===== src/ndtw_pkg.sv =====
// constants shared by the delay timer channels and the watchdog
// assumes a single 200 MHz clock and pins synchronised inside the top
package ndtw_pkg;
  localparam int          NUM_CHAN      = 9;
  localparam int          SEL_W         = 4;
  localparam int          DELAY_W       = 15;
  localparam int          PCNT_W        = 8;
  localparam int          WDC_W         = 32;
  localparam logic [3:0]  SRC_MARKER    = 4'hF;
  localparam logic [8:0]  PRESCALE_MASK = 9'h124;
  localparam logic [2:0]  PRESCALE_LAST = 3'h7;
  localparam int          CLK_PERIOD_NS = 5;
  localparam int          REF_HZ        = 1000000;
  localparam int          STEP_NS       = 500;
  localparam int          PULSE_NS      = 1000;
  localparam int          PULSE_CYC     = (PULSE_NS + CLK_PERIOD_NS - 1) / CLK_PERIOD_NS;
  localparam int          WD_PERIOD_MS  = 150;
  localparam int          WD_CYC        = (WD_PERIOD_MS * 1000000) / CLK_PERIOD_NS;
  localparam int          WD_RST_NS     = 1000;
  localparam int          WD_RST_CYC    = (WD_RST_NS + CLK_PERIOD_NS - 1) / CLK_PERIOD_NS;
endpackage


===== src/ndtw_channel.sv =====
// one delay channel: counts time-base ticks after a trigger, then pulses
// assumes tick is a one-cycle pulse on clk and trig comes from same domain
module ndtw_channel #(
  parameter int   DELAY_W      = ndtw_pkg::DELAY_W,
  parameter logic HAS_PRESCALE = 1'b0
) (
  input  wire logic               clk,
  input  wire logic               rst,
  input  wire logic               trig,
  input  wire logic               tick,
  input  wire logic [DELAY_W-1:0] delay,
  input  wire logic               prescale_en,
  output logic                    expire,
  output logic                    pulse_out
);
  import ndtw_pkg::*;

  logic [DELAY_W:0]  cnt;
  logic [DELAY_W:0]  next_cnt;
  logic              running;
  logic              next_running;
  logic [2:0]        pre;
  logic [2:0]        next_pre;
  logic              next_expire;
  logic              next_pulse;
  logic [PCNT_W-1:0] pcnt;
  logic [PCNT_W-1:0] next_pcnt;
  logic              pre_on;
  logic              step;

  always_comb begin
    pre_on       = HAS_PRESCALE & prescale_en;
    step         = tick & (~pre_on | (pre == PRESCALE_LAST));
    next_pre     = pre;
    next_cnt     = cnt;
    next_running = running;
    next_expire  = 1'b0;
    next_pulse   = pulse_out;
    next_pcnt    = pcnt;
    if (trig) begin
      next_pre = 3'h0;
    end else if (tick && pre_on) begin
      next_pre = pre + 3'h1;
    end
    if (trig) begin
      // zero programs the longest delay, 32768 half-microsecond steps
      next_cnt     = (delay == '0) ? {1'b1, {DELAY_W{1'b0}}} : {1'b0, delay};
      next_running = 1'b1;
    end else if (running && step) begin
      if (cnt == {{DELAY_W{1'b0}}, 1'b1}) begin
        next_running = 1'b0;
        next_expire  = 1'b1;
      end else begin
        next_cnt = cnt - {{DELAY_W{1'b0}}, 1'b1};
      end
    end
    if (next_expire) begin
      next_pulse = 1'b1;
      next_pcnt  = '0;
    end else if (pulse_out) begin
      next_pcnt = pcnt + {{(PCNT_W-1){1'b0}}, 1'b1};
      if (pcnt == PCNT_W'(PULSE_CYC - 1)) begin
        next_pulse = 1'b0;
      end
    end
  end

  always_ff @(posedge clk or posedge rst) begin
    if (rst) begin
      cnt       <= '0;
      running   <= 1'b0;
      pre       <= 3'h0;
      expire    <= 1'b0;
      pulse_out <= 1'b0;
      pcnt      <= '0;
    end else begin
      cnt       <= next_cnt;
      running   <= next_running;
      pre       <= next_pre;
      expire    <= next_expire;
      pulse_out <= next_pulse;
      pcnt      <= next_pcnt;
    end
  end

  property p_expire_pulse;
    @(posedge clk) disable iff (rst) expire |-> pulse_out && pcnt == '0;
  endproperty
  a_expire_pulse: assert property (p_expire_pulse) else $error("pulse not started at expiry");

  property p_pulse_min;
    @(posedge clk) disable iff (rst) pulse_out && pcnt != PCNT_W'(PULSE_CYC - 1) |=> pulse_out;
  endproperty
  a_pulse_min: assert property (p_pulse_min) else $error("output pulse too short");

  property p_pulse_max;
    @(posedge clk) disable iff (rst) pulse_out |-> pcnt < PCNT_W'(PULSE_CYC);
  endproperty
  a_pulse_max: assert property (p_pulse_max) else $error("output pulse too long");

  property p_trig_load;
    @(posedge clk) disable iff (rst) trig |=> running && cnt != '0 && !expire;
  endproperty
  a_trig_load: assert property (p_trig_load) else $error("trigger did not start the count");

  property p_pre_hold;
    @(posedge clk) disable iff (rst) running && pre_on && tick && pre != PRESCALE_LAST && !trig
      |=> $stable(cnt) && running;
  endproperty
  a_pre_hold: assert property (p_pre_hold) else $error("prescaler let a tick through");
endmodule


===== src/ndtw_top.sv =====
// nine delay channels on a 2 MHz time base, plus the station watchdog
// assumes ref_1mhz and cycle_start_marker are asynchronous pins,
// wd_arm and wd_touch are one-cycle strobes from bus decode on clk
//
// Summary of operation
// - nine independent channels, zero to eight, each drive their own pulse output.
// - by default a channel starts its delay at the cycle start marker.
// - a static select lets a channel start from another channel's delayed output.
// - every channel counts on one 2 MHz tick made by doubling the 1 MHz reference.
// - delays run in half-microsecond steps up to 16384 microseconds.
// - channels two, five and eight have an enableable divide-by-eight for 4 us steps.
// - on expiry the channel drives a 1 microsecond output pulse.
// - the watchdog is idle until the processor arms it during initialisation.
// - the watchdog is a retriggerable one-shot of about 150 ms, each touch restarting it.
// - an access to the watchdog location retriggers it, done by the 15 Hz task.
// - if the one-shot runs out untouched, a system reset is asserted.
module ndtw_top #(
  parameter int WD_CYCLES = ndtw_pkg::WD_CYC
) (
  input  wire logic                         clk,
  input  wire logic                         rst,
  input  wire logic                         ref_1mhz,
  input  wire logic                         cycle_start_marker,
  input  wire logic [ndtw_pkg::DELAY_W-1:0] delay_set [ndtw_pkg::NUM_CHAN],
  input  wire logic [ndtw_pkg::SEL_W-1:0]   trig_sel  [ndtw_pkg::NUM_CHAN],
  input  wire logic [ndtw_pkg::NUM_CHAN-1:0] prescale_en,
  input  wire logic                         wd_arm,
  input  wire logic                         wd_touch,
  output logic      [ndtw_pkg::NUM_CHAN-1:0] chan_pulse,
  output logic                              system_reset
);
  import ndtw_pkg::*;

  // ************************************************************
  // pin synchronisers and time base
  // ************************************************************
  logic                ref_s1;
  logic                ref_s2;
  logic                ref_s3;
  logic                mk_s1;
  logic                mk_s2;
  logic                mk_s3;
  logic                tick;
  logic                marker_rise;
  logic [NUM_CHAN-1:0] expire;
  logic [NUM_CHAN-1:0] chan_trig;

  always_ff @(posedge clk or posedge rst) begin
    if (rst) begin
      ref_s1 <= 1'b0;
      ref_s2 <= 1'b0;
      ref_s3 <= 1'b0;
      mk_s1  <= 1'b0;
      mk_s2  <= 1'b0;
      mk_s3  <= 1'b0;
    end else begin
      ref_s1 <= ref_1mhz;
      ref_s2 <= ref_s1;
      ref_s3 <= ref_s2;
      mk_s1  <= cycle_start_marker;
      mk_s2  <= mk_s1;
      mk_s3  <= mk_s2;
    end
  end

  // both edges of the reference give the doubled rate without a real pll;
  // the 2 MHz phase follows the reference duty cycle
  assign tick        = ref_s2 ^ ref_s3;
  assign marker_rise = mk_s2 & ~mk_s3;

  // ************************************************************
  // channel trigger routing
  // ************************************************************
  function automatic logic pick_trig(input logic [SEL_W-1:0]    sel,
                                     input logic [NUM_CHAN-1:0] exp_v,
                                     input logic                mk);
    logic r;
    r = mk;
    if (sel < SEL_W'(NUM_CHAN)) begin
      r = exp_v[sel];
    end
    return r;
  endfunction

  for (genvar i = 0; i < NUM_CHAN; i++) begin : g_chan
    assign chan_trig[i] = pick_trig(trig_sel[i], expire, marker_rise);
    ndtw_channel #(
      .DELAY_W      (DELAY_W),
      .HAS_PRESCALE (PRESCALE_MASK[i])
    ) u_chan (
      .clk         (clk),
      .rst         (rst),
      .trig        (chan_trig[i]),
      .tick        (tick),
      .delay       (delay_set[i]),
      .prescale_en (prescale_en[i]),
      .expire      (expire[i]),
      .pulse_out   (chan_pulse[i])
    );

    property p_marker_trig;
      @(posedge clk) disable iff (rst) trig_sel[i] >= SEL_W'(NUM_CHAN)
        |-> chan_trig[i] == marker_rise;
    endproperty
    a_marker_trig: assert property (p_marker_trig) else $error("marker misrouted");

    property p_chain_trig;
      @(posedge clk) disable iff (rst) trig_sel[i] < SEL_W'(NUM_CHAN)
        |-> chan_trig[i] == expire[trig_sel[i]];
    endproperty
    a_chain_trig: assert property (p_chain_trig) else $error("chain misrouted");
  end

  // ************************************************************
  // watchdog one-shot
  // ************************************************************
  typedef enum logic [1:0] {
    WD_IDLE = 2'b00,
    WD_RUN  = 2'b01,
    WD_FIRE = 2'b10
  } ndtw_wd_type;

  ndtw_wd_type      wd_state;
  ndtw_wd_type      next_wd_state;
  logic [WDC_W-1:0] wd_cnt;
  logic [WDC_W-1:0] next_wd_cnt;
  logic             next_system_reset;

  always_comb begin
    next_wd_state     = wd_state;
    next_wd_cnt       = wd_cnt;
    next_system_reset = system_reset;
    case (wd_state)
      WD_IDLE: begin
        if (wd_arm) begin
          next_wd_state = WD_RUN;
          next_wd_cnt   = '0;
        end
      end
      WD_RUN: begin
        if (wd_touch) begin
          next_wd_cnt = '0;
        end else if (wd_cnt == WDC_W'(WD_CYCLES - 1)) begin
          next_wd_state     = WD_FIRE;
          next_wd_cnt       = '0;
          next_system_reset = 1'b1;
        end else begin
          next_wd_cnt = wd_cnt + {{(WDC_W-1){1'b0}}, 1'b1};
        end
      end
      WD_FIRE: begin
        // stretched so the reset reaches every board on the bus
        if (wd_cnt == WDC_W'(WD_RST_CYC - 1)) begin
          next_wd_state     = WD_IDLE;
          next_wd_cnt       = '0;
          next_system_reset = 1'b0;
        end else begin
          next_wd_cnt = wd_cnt + {{(WDC_W-1){1'b0}}, 1'b1};
        end
      end
      default: begin
        next_wd_state     = WD_IDLE;
        next_wd_cnt       = '0;
        next_system_reset = 1'b0;
      end
    endcase
  end

  always_ff @(posedge clk or posedge rst) begin
    if (rst) begin
      wd_state     <= WD_IDLE;
      wd_cnt       <= '0;
      system_reset <= 1'b0;
    end else begin
      wd_state     <= next_wd_state;
      wd_cnt       <= next_wd_cnt;
      system_reset <= next_system_reset;
    end
  end

  property p_tick_single;
    @(posedge clk) disable iff (rst) tick |=> !tick;
  endproperty
  a_tick_single: assert property (p_tick_single) else $error("time base tick too wide");

  property p_wd_idle;
    @(posedge clk) disable iff (rst) wd_state == WD_IDLE && !wd_arm |=> wd_state == WD_IDLE
      && !system_reset;
  endproperty
  a_wd_idle: assert property (p_wd_idle) else $error("watchdog ran while unarmed");

  property p_wd_touch;
    @(posedge clk) disable iff (rst) wd_state == WD_RUN && wd_touch |=> wd_cnt == '0
      && wd_state == WD_RUN;
  endproperty
  a_wd_touch: assert property (p_wd_touch) else $error("touch did not restart watchdog");

  property p_wd_fire;
    @(posedge clk) disable iff (rst) wd_state == WD_RUN && !wd_touch
      && wd_cnt == WDC_W'(WD_CYCLES - 1) |=> system_reset && wd_state == WD_FIRE;
  endproperty
  a_wd_fire: assert property (p_wd_fire) else $error("watchdog expiry gave no reset");

  property p_wd_early;
    @(posedge clk) disable iff (rst) wd_state == WD_RUN && wd_cnt < WDC_W'(WD_CYCLES - 1)
      |=> !system_reset;
  endproperty
  a_wd_early: assert property (p_wd_early) else $error("watchdog reset came early");

  property p_rst_len;
    @(posedge clk) disable iff (rst) $rose(system_reset) |-> system_reset[*8];
  endproperty
  a_rst_len: assert property (p_rst_len) else $error("system reset too short");

  property p_arm_run;
    @(posedge clk) disable iff (rst) wd_state == WD_IDLE && wd_arm |=> wd_state == WD_RUN
      && wd_cnt == '0;
  endproperty
  a_arm_run: assert property (p_arm_run) else $error("arm did not start watchdog");

  property p_run_count;
    @(posedge clk) disable iff (rst) wd_state == WD_RUN && !wd_touch
      && wd_cnt != WDC_W'(WD_CYCLES - 1) |=> wd_state == WD_RUN
      && wd_cnt == $past(wd_cnt) + {{(WDC_W-1){1'b0}}, 1'b1};
  endproperty
  a_run_count: assert property (p_run_count) else $error("watchdog count stalled");

  property p_fire_hold;
    @(posedge clk) disable iff (rst) wd_state == WD_FIRE |-> system_reset;
  endproperty
  a_fire_hold: assert property (p_fire_hold) else $error("reset dropped early");

  property p_rst_end;
    @(posedge clk) disable iff (rst) wd_state == WD_FIRE && wd_cnt == WDC_W'(WD_RST_CYC - 1)
      |=> !system_reset && wd_state == WD_IDLE;
  endproperty
  a_rst_end: assert property (p_rst_end) else $error("reset did not end");
endmodule


===== config.mk =====
export PLATFORM = sky130hd
export DESIGN_NAME = ndtw_top
export DESIGN_NICKNAME = d
export VERILOG_FILES = /design/src/ndtw_pkg.sv /design/src/ndtw_channel.sv /design/src/ndtw_top.sv
export SDC_FILE = /design/constraint.sdc
export NUM_CORES = 1
export LEC_CHECK = 0
export ABC_AREA = 0
export BUFFER_PORTS_ARGS = -buffer_cell sky130_fd_sc_hd__clkbuf_2
export CELL_PAD_IN_SITES_DETAIL_PLACEMENT = 0
export CELL_PAD_IN_SITES_GLOBAL_PLACEMENT = 1
export CORE_MARGIN = 4
export CORE_UTILIZATION = 50
export DETAILED_ROUTE_END_ITERATION = 8
export PLACE_DENSITY_LB_ADDON = 0.1
export SLEW_MARGIN = 15
export SYNTH_ARGS = -nofsm -noshare
export SYNTH_HDL_FRONTEND = slang
export SYNTH_SLANG_ARGS = --single-unit

===== constraint.sdc =====
create_clock -name clk -period 20.8 [get_ports clk]
set_clock_uncertainty 0.05 [all_clocks]
set_input_delay 3.12 -clock clk [delete_from_list [all_inputs] [get_ports clk]]
set_output_delay 3.12 -clock clk [all_outputs]
set_load 0.005 [all_outputs]

* After elaboration in Yosys (flattened, before gate mapping)
Cells that the tools add are included. Widths: inputs -> output; s select.
Word-level totals: word-level logic and storage cells 402, bits of input ports 186, register bits after elaboration 293, output and inout port bits 10
Cells by class: reduce and logical (&&, ||, !) cells 72, equality and inequality tests 38, bitwise operators 13, add/subtract/negate cells 22, order comparisons 18, muxes and demuxes 182
Operators by type and width (number):
- $mux 16 | 36
- $eq 16x1->1 const B | 9
- $mux 8 | 18
- $sub 16x1->16 const B | 9
- $logic_not 15->1 | 9
- $mux 32 | 4
- $mux 1 | 102
- $pmux 32 s3 | 1
- $add 8x1->8 const B | 9
- $eq 8x8->1 const B | 9
- $reduce_bool 2->1 | 30
- $lt 4x5->1 const B | 9
- $bmux 1 s4 | 9
- $lt 4x4->1 const B | 9
- $reduce_and 2->1 | 18
- $add 32x1->32 const B | 1
- $eq 32x25->1 const B | 1
- $eq 32x8->1 const B | 1
- $mux 3 | 6
- $ne 2x1->1 const B | 9
- $logic_and 1x1->1 | 12
- $add 3x1->3 const B | 3
- $eq 3x3->1 const B | 3
- $mux 2 | 4
- 11 further kinds | 24

* Logic depth before layout (Yosys ltp)
depth in word-level cells 7, gate-level depth with buffers 8, gate-level depth less buffers 7

* Cells and area by module
From an unflattened synthesis, not the netlist that was laid out.
Unflattened totals: cell total of the unflattened synthesis 1920, area, all modules 17999.8 um^2
Modules (own cells, without submodules):
- ndtw_channel (g_chan[0].u_chan ...) | times used 6, cells an instance 176, area an instance 1639.1 um^2
- ndtw_channel (g_chan[2].u_chan ...) | times used 3, cells an instance 184, area an instance 1719.1 um^2
- ndtw_top | times used 1, cells an instance 312, area an instance 3007.9 um^2

* Least setup slack after synthesis
No wires, ideal clock.
path type input-to-reg, start input port trig_sel[8] (netlist name), end register g_chan[6].u_chan.pcnt[0], path buffers 1, setup slack 16.089 ns, data arrival time 4.530 ns, cell stages on the path 6, required time 20.618 ns, cells stage by stage mux4_2 mux2i_1 mux2i_1 nor4_1 clkbuf_1 nor2_1
On the way: longest elaborated chain between the ends 5
RTL lines:
- start: declaration | RTL line ndtw_top.sv:25 | input wire logic [ndtw_pkg::SEL_W-1:0] trig_sel [ndtw_pkg::NUM_CHAN],
- $bmux 1 s4 | RTL line ndtw_top.sv:80 | r = exp_v[sel];
- $mux 1 (not written as such) | RTL line ndtw_top.sv:80
- $mux 1 (*) | RTL line ndtw_top.sv:79 | if (sel < SEL_W'(NUM_CHAN)) begin
- $mux 1 (*) | RTL line ndtw_channel.sv:45 | if (trig) begin
- via g_chan[6].u_chan.next_expire | RTL line ndtw_channel.sv:24 | logic next_expire;
- $mux 8 / $reduce_bool 2->1 (equally long branches)
- end signal: assignment | RTL line ndtw_channel.sv:82 | pcnt <= next_pcnt;
- end: declaration | RTL line ndtw_channel.sv:26 | logic [PCNT_W-1:0] pcnt;
The timed path passes the listed nets; every way through them passes the cells marked *. The select of a mux whose other input is x is not followed. A chain may end at the register's enable or synchronous reset.

* Worst setup path after layout
start input port trig_sel[24] (netlist name), end register g_chan[2].u_chan.running
On the way: longest elaborated chain between the ends 5
RTL lines:
- $bmux 1 s4 | RTL line ndtw_top.sv:80
- $mux 1 (not written as such) | RTL line ndtw_top.sv:80
- $mux 1 (*) | RTL line ndtw_top.sv:79
- $reduce_bool 2->1 (no source line)
- $reduce_and 2->1 (no source line)
- end signal: assignment | RTL line ndtw_channel.sv:78 | running <= next_running;
- end: declaration | RTL line ndtw_channel.sv:20 | logic running;
Mark *: on every way between the ends. The rest lies on a longest branch, timed or not. The select of a mux whose other input is x is not followed.

==> metrics.md <==
| Metric | Value |
|---|---|
| Status | finished clean |
| CP Data Required Time | 21.12 ns |
| Register area share after synthesis | roughly 42% |
| Fmax | 197.5 MHz |
| Mapped Nets | between 2k and 2.5k |
| # Post-CTS Setup Buffers | 0 |
| Clk_lat worst skew | between 0.5 and 0.6 ns |
| Largest net degree at the start of global routing | between 100 and 150 |
| Final Setup Violations | 0 |
| Vias in the first global route | 14.19k |
| RD Place Congestion | roughly 0.83 |
| Nets | 2209 |
| Overall routed net length | 42740 um |
| Fin cells | around 2.5k |
| Placed Area | between 15000 and 20000 um2 |
| PortBufs | roughly 190 |
| DRC | 0 |
| H-tree Lvls | 2 |
| Post-route ant nets | 0 |
| R2R cell count | 6 |
| Crit path to | g_chan[2].u_chan.running |
| Yosys cell types | 68 |
| Post-synthesis mux area share | 5.692% |
| CTS hold repair buffers | 0 |
| Final instance area | 19700 um2 |
| Syn Area/Cell | ~9.4 um2 |
| XOR/XNOR Fraction of Synth Area | under 10% |
| Worst path depth | 6 |
| Highest net fanout along the worst path | 36 |
| Slew HR | about 23% |
| Area grow syn2layout | 13.74% |
| Initial Util | just over 50% |
| Initial DRC count | 622 |
| Initial antenna violation count | 2 |
| CP arrival | ~5.4 ns |
| Vias/cell | between 5 and 6 |
| RSZ-0062 raised after global routing | no |
| Initial DRT Pass Iterations | 5 |
| Post-synthesis register bit count | roughly 290 |
| Row count | between 60 and 70 |
| Main combinational cell family by area after synthesis | simple AND/OR/NAND/NOR gates |
| Yosys warns | 0 |
| WS Path Type | in2reg |
| Worst min path class | reg2reg |
| Simple-gate share of the synthesized area | 25.47% |
| CP Buf/Inv Count | 1 |
| Die extent in y | 194.1 um |
| Clock Sink Count | 293 |
| Power per cell area | between 90 and 100 nW/um2 |
| Layout cells sized above 1 | roughly 17% |
| Total gr overflow | 0 |
| Final worst path period share | about a quarter |
| Synth Area in Adders | approximately 2.7% |
| Post-Syn Area | ~17000 um2 |
| Max stage delay on crit path | about 0.92 ns |
| Critical Path End Type | flop |
| CTS root buffer | clkbuf_16 |
| Die X | 194.1 um |
| Synth area leader | dfrtp_1 |
| Critical path cell sequence | clkbuf_2, mux4_2, mux2i_1, mux2i_4, nor4_2, nor2_1 |
| Leak pwr | slightly below 8 nW |
| Io pins | approximately 200 |
| Cells after DPL | around 2.4k |
| Crit path launch type | primary input |
| Worst-case vdd ir drop | 0.08089 mV |
| Mapped Cells | roughly 1.8k |
| CP Launch Point | trig_sel[24] |
| GRT Resource Usage Total | between 20% and 30% |
| Critical path's slowest cell | nor4_2 |
| CTS tree | done |
| Die ar. | roughly 38000 um2 |
| First-pass GRT wire length | approximately 71000 um |
| Vias | about 14k |
| Fillcell total | roughly 3k |
| Reg2reg setup slack | ~18 ns |
| Clk buf depth | 3 |
| Total of max-cap violations | 0 |
| Reg-to-reg critical path endpoint | wd_cnt[13] |
| Worst R2R Start | wd_cnt[0] |
| Post-CTS Resized | 0 |
| Most frequent cell after synthesis | dfrtp_1 |
| Worst path top cell family by delay | simple AND/OR/NAND/NOR gates |
| Top cells by count, synth | dfrtp_1 (293), nor2_1 (203), nand2_1 (167) |
| Ys async rst share | 100.0% |
| Final Hold Vio Count | 0 |
| CTS Buf Count | 35 |
| Compound-Gate Fraction of Synth Area | between 10% and 20% |
| Drt wl/cell | 17.38 um |
| Pins Over Slew Limit | 0 |
| Final HPWL DP | between 30000 and 40000 um |
| Post-layout minimum cycle time | a little over 5 ns |
| Most common flop cell mapped by yosys | dfrtp_1 |
| EDFF count, synth | 0 |
| Clock transition at path regs | roughly 0.060 ns |
| Post-synth top area share | between 40% and 50% |
| Least-Margin Pin Slew | between 1 and 1.5 ns |
| Setup tns final | 0 ns |
| Area of the core | approximately 34000 um2 |
| Top post-synthesis cells by area | dfrtp_1 (42%), xnor2_1 (5.7%), nor2_1 (4.4%) |
==> per-layer routing <==
| metal | vias to the layer above | track usage (%) | share of wire [%] |
|---|---|---|---|
| met3 | 69 | 3.753 | 5.2 |
| met2 | 297 | 36.51 | 47 |
| li1 | 7056 | - | - |
| met1 | 7015 | 30.72 | 45 |
| met4 | 4 | 5.833 | 2.2 |
| met5 | - | 0 | 0.056 |
==> report_power, final <==
part           internal, W  leakage [nW]  total (W)  switching (W)
logic             0.000212          3.84   0.000455       0.000243
clock network     0.000357         0.558   0.000598       0.000241
registers         0.000698          3.48   0.000831       0.000132
==> cell families after synthesis <==
family | after synthesis
compound gates | 303
xor+xnor | 185
fa+ha+maj | 38
buf+inv | 132
flops | 293
mux | 74
simple gates | 822
==> how the worst min path moves through the flow <==
stage / start / slack, ns / depth (start not counted) / endpoint
3_5_place_dp: mk_s1 / 0.29 / 0 / mk_s2
3_3_place_gp: ref_s1 / 0.28 / 0 / ref_s2
4_1_cts: ref_s1 / 0.30 / 0 / ref_s2
6_report: ref_s1 / 0.30 / 0 / ref_s2
5_1_grt: ref_s1 / 0.31 / 0 / ref_s2
2_1_floorplan: mk_s1 / 0.28 / 0 / mk_s2
==> state kept, by name (all words and copies together) (netlist names) <==
name	flops
mk_s2	1
ref_s1	1
ref_s3	1
mk_s1	1
ref_s2	1
g_chan.u_chan.pre	9
g_chan.u_chan.running	9
system_reset	1
wd_cnt	32
g_chan.u_chan.pcnt	72
mk_s3	1
g_chan.u_chan.pulse_out	9
g_chan.u_chan.cnt	144
wd_state	2
g_chan.u_chan.expire	9
==> cell usage in the layout, fill, tap and decap left out, types with 52 or more instances in the layout <==
cell        n
a21oi_1    85
clkbuf_2  189
nand2_1   167
nor4_1     70
xor2_1     72
nor2_1    203
o21ai_0    77
nor3_1     52
dfrtp_1   293
nand4_1    72
xnor2_1   112
==> metrics by stage <==
step / hold slack [ns] / setup WS (ns) / power (W) / utilization, %
4_1_cts: 0.3033 / 15.68 / 0.001899 / 58.09
3_5_place_dp: 0.2893 / 15.12 / 0.001286 / 54.75
3_3_place_gp: 0.2831 / 15.11 / 0.001268 / 54.75
6_report: 0.2988 / 15.74 / 0.001884 / 58.18
2_1_floorplan: 0.2812 / 9.539 / 0.001158 / -
5_1_grt: 0.3146 / 15.39 / 0.002011 / 58.17
==> layout make-up <==
class | count | area [um2] | area share (%)
multi-input combinational | 1422 | 9483 | 48.13
sequential | 293 | 7332 | 37.21
timing repair buffer | 204 | 1079 | 5.474
clock buffer | 49 | 1028 | 5.220
tap | 448 | 560.5 | 2.845
inverter | 29 | 116.4 | 0.5906
clock inverter | 13 | 101.3 | 0.5144
antenna | 1 | 2.502 | 0.01270
==> worst reg2reg max path, cell delays in order, from the launching register on <==
cell and delay, ns:
dfrtp_1 0.41, ha_1 0.26, and4_1 0.33, and4bb_2 0.31, a21boi_4 0.76, o211ai_1 0.36
o311ai_0 0.39
Note: power is estimated with default switching activity, not from simulation.
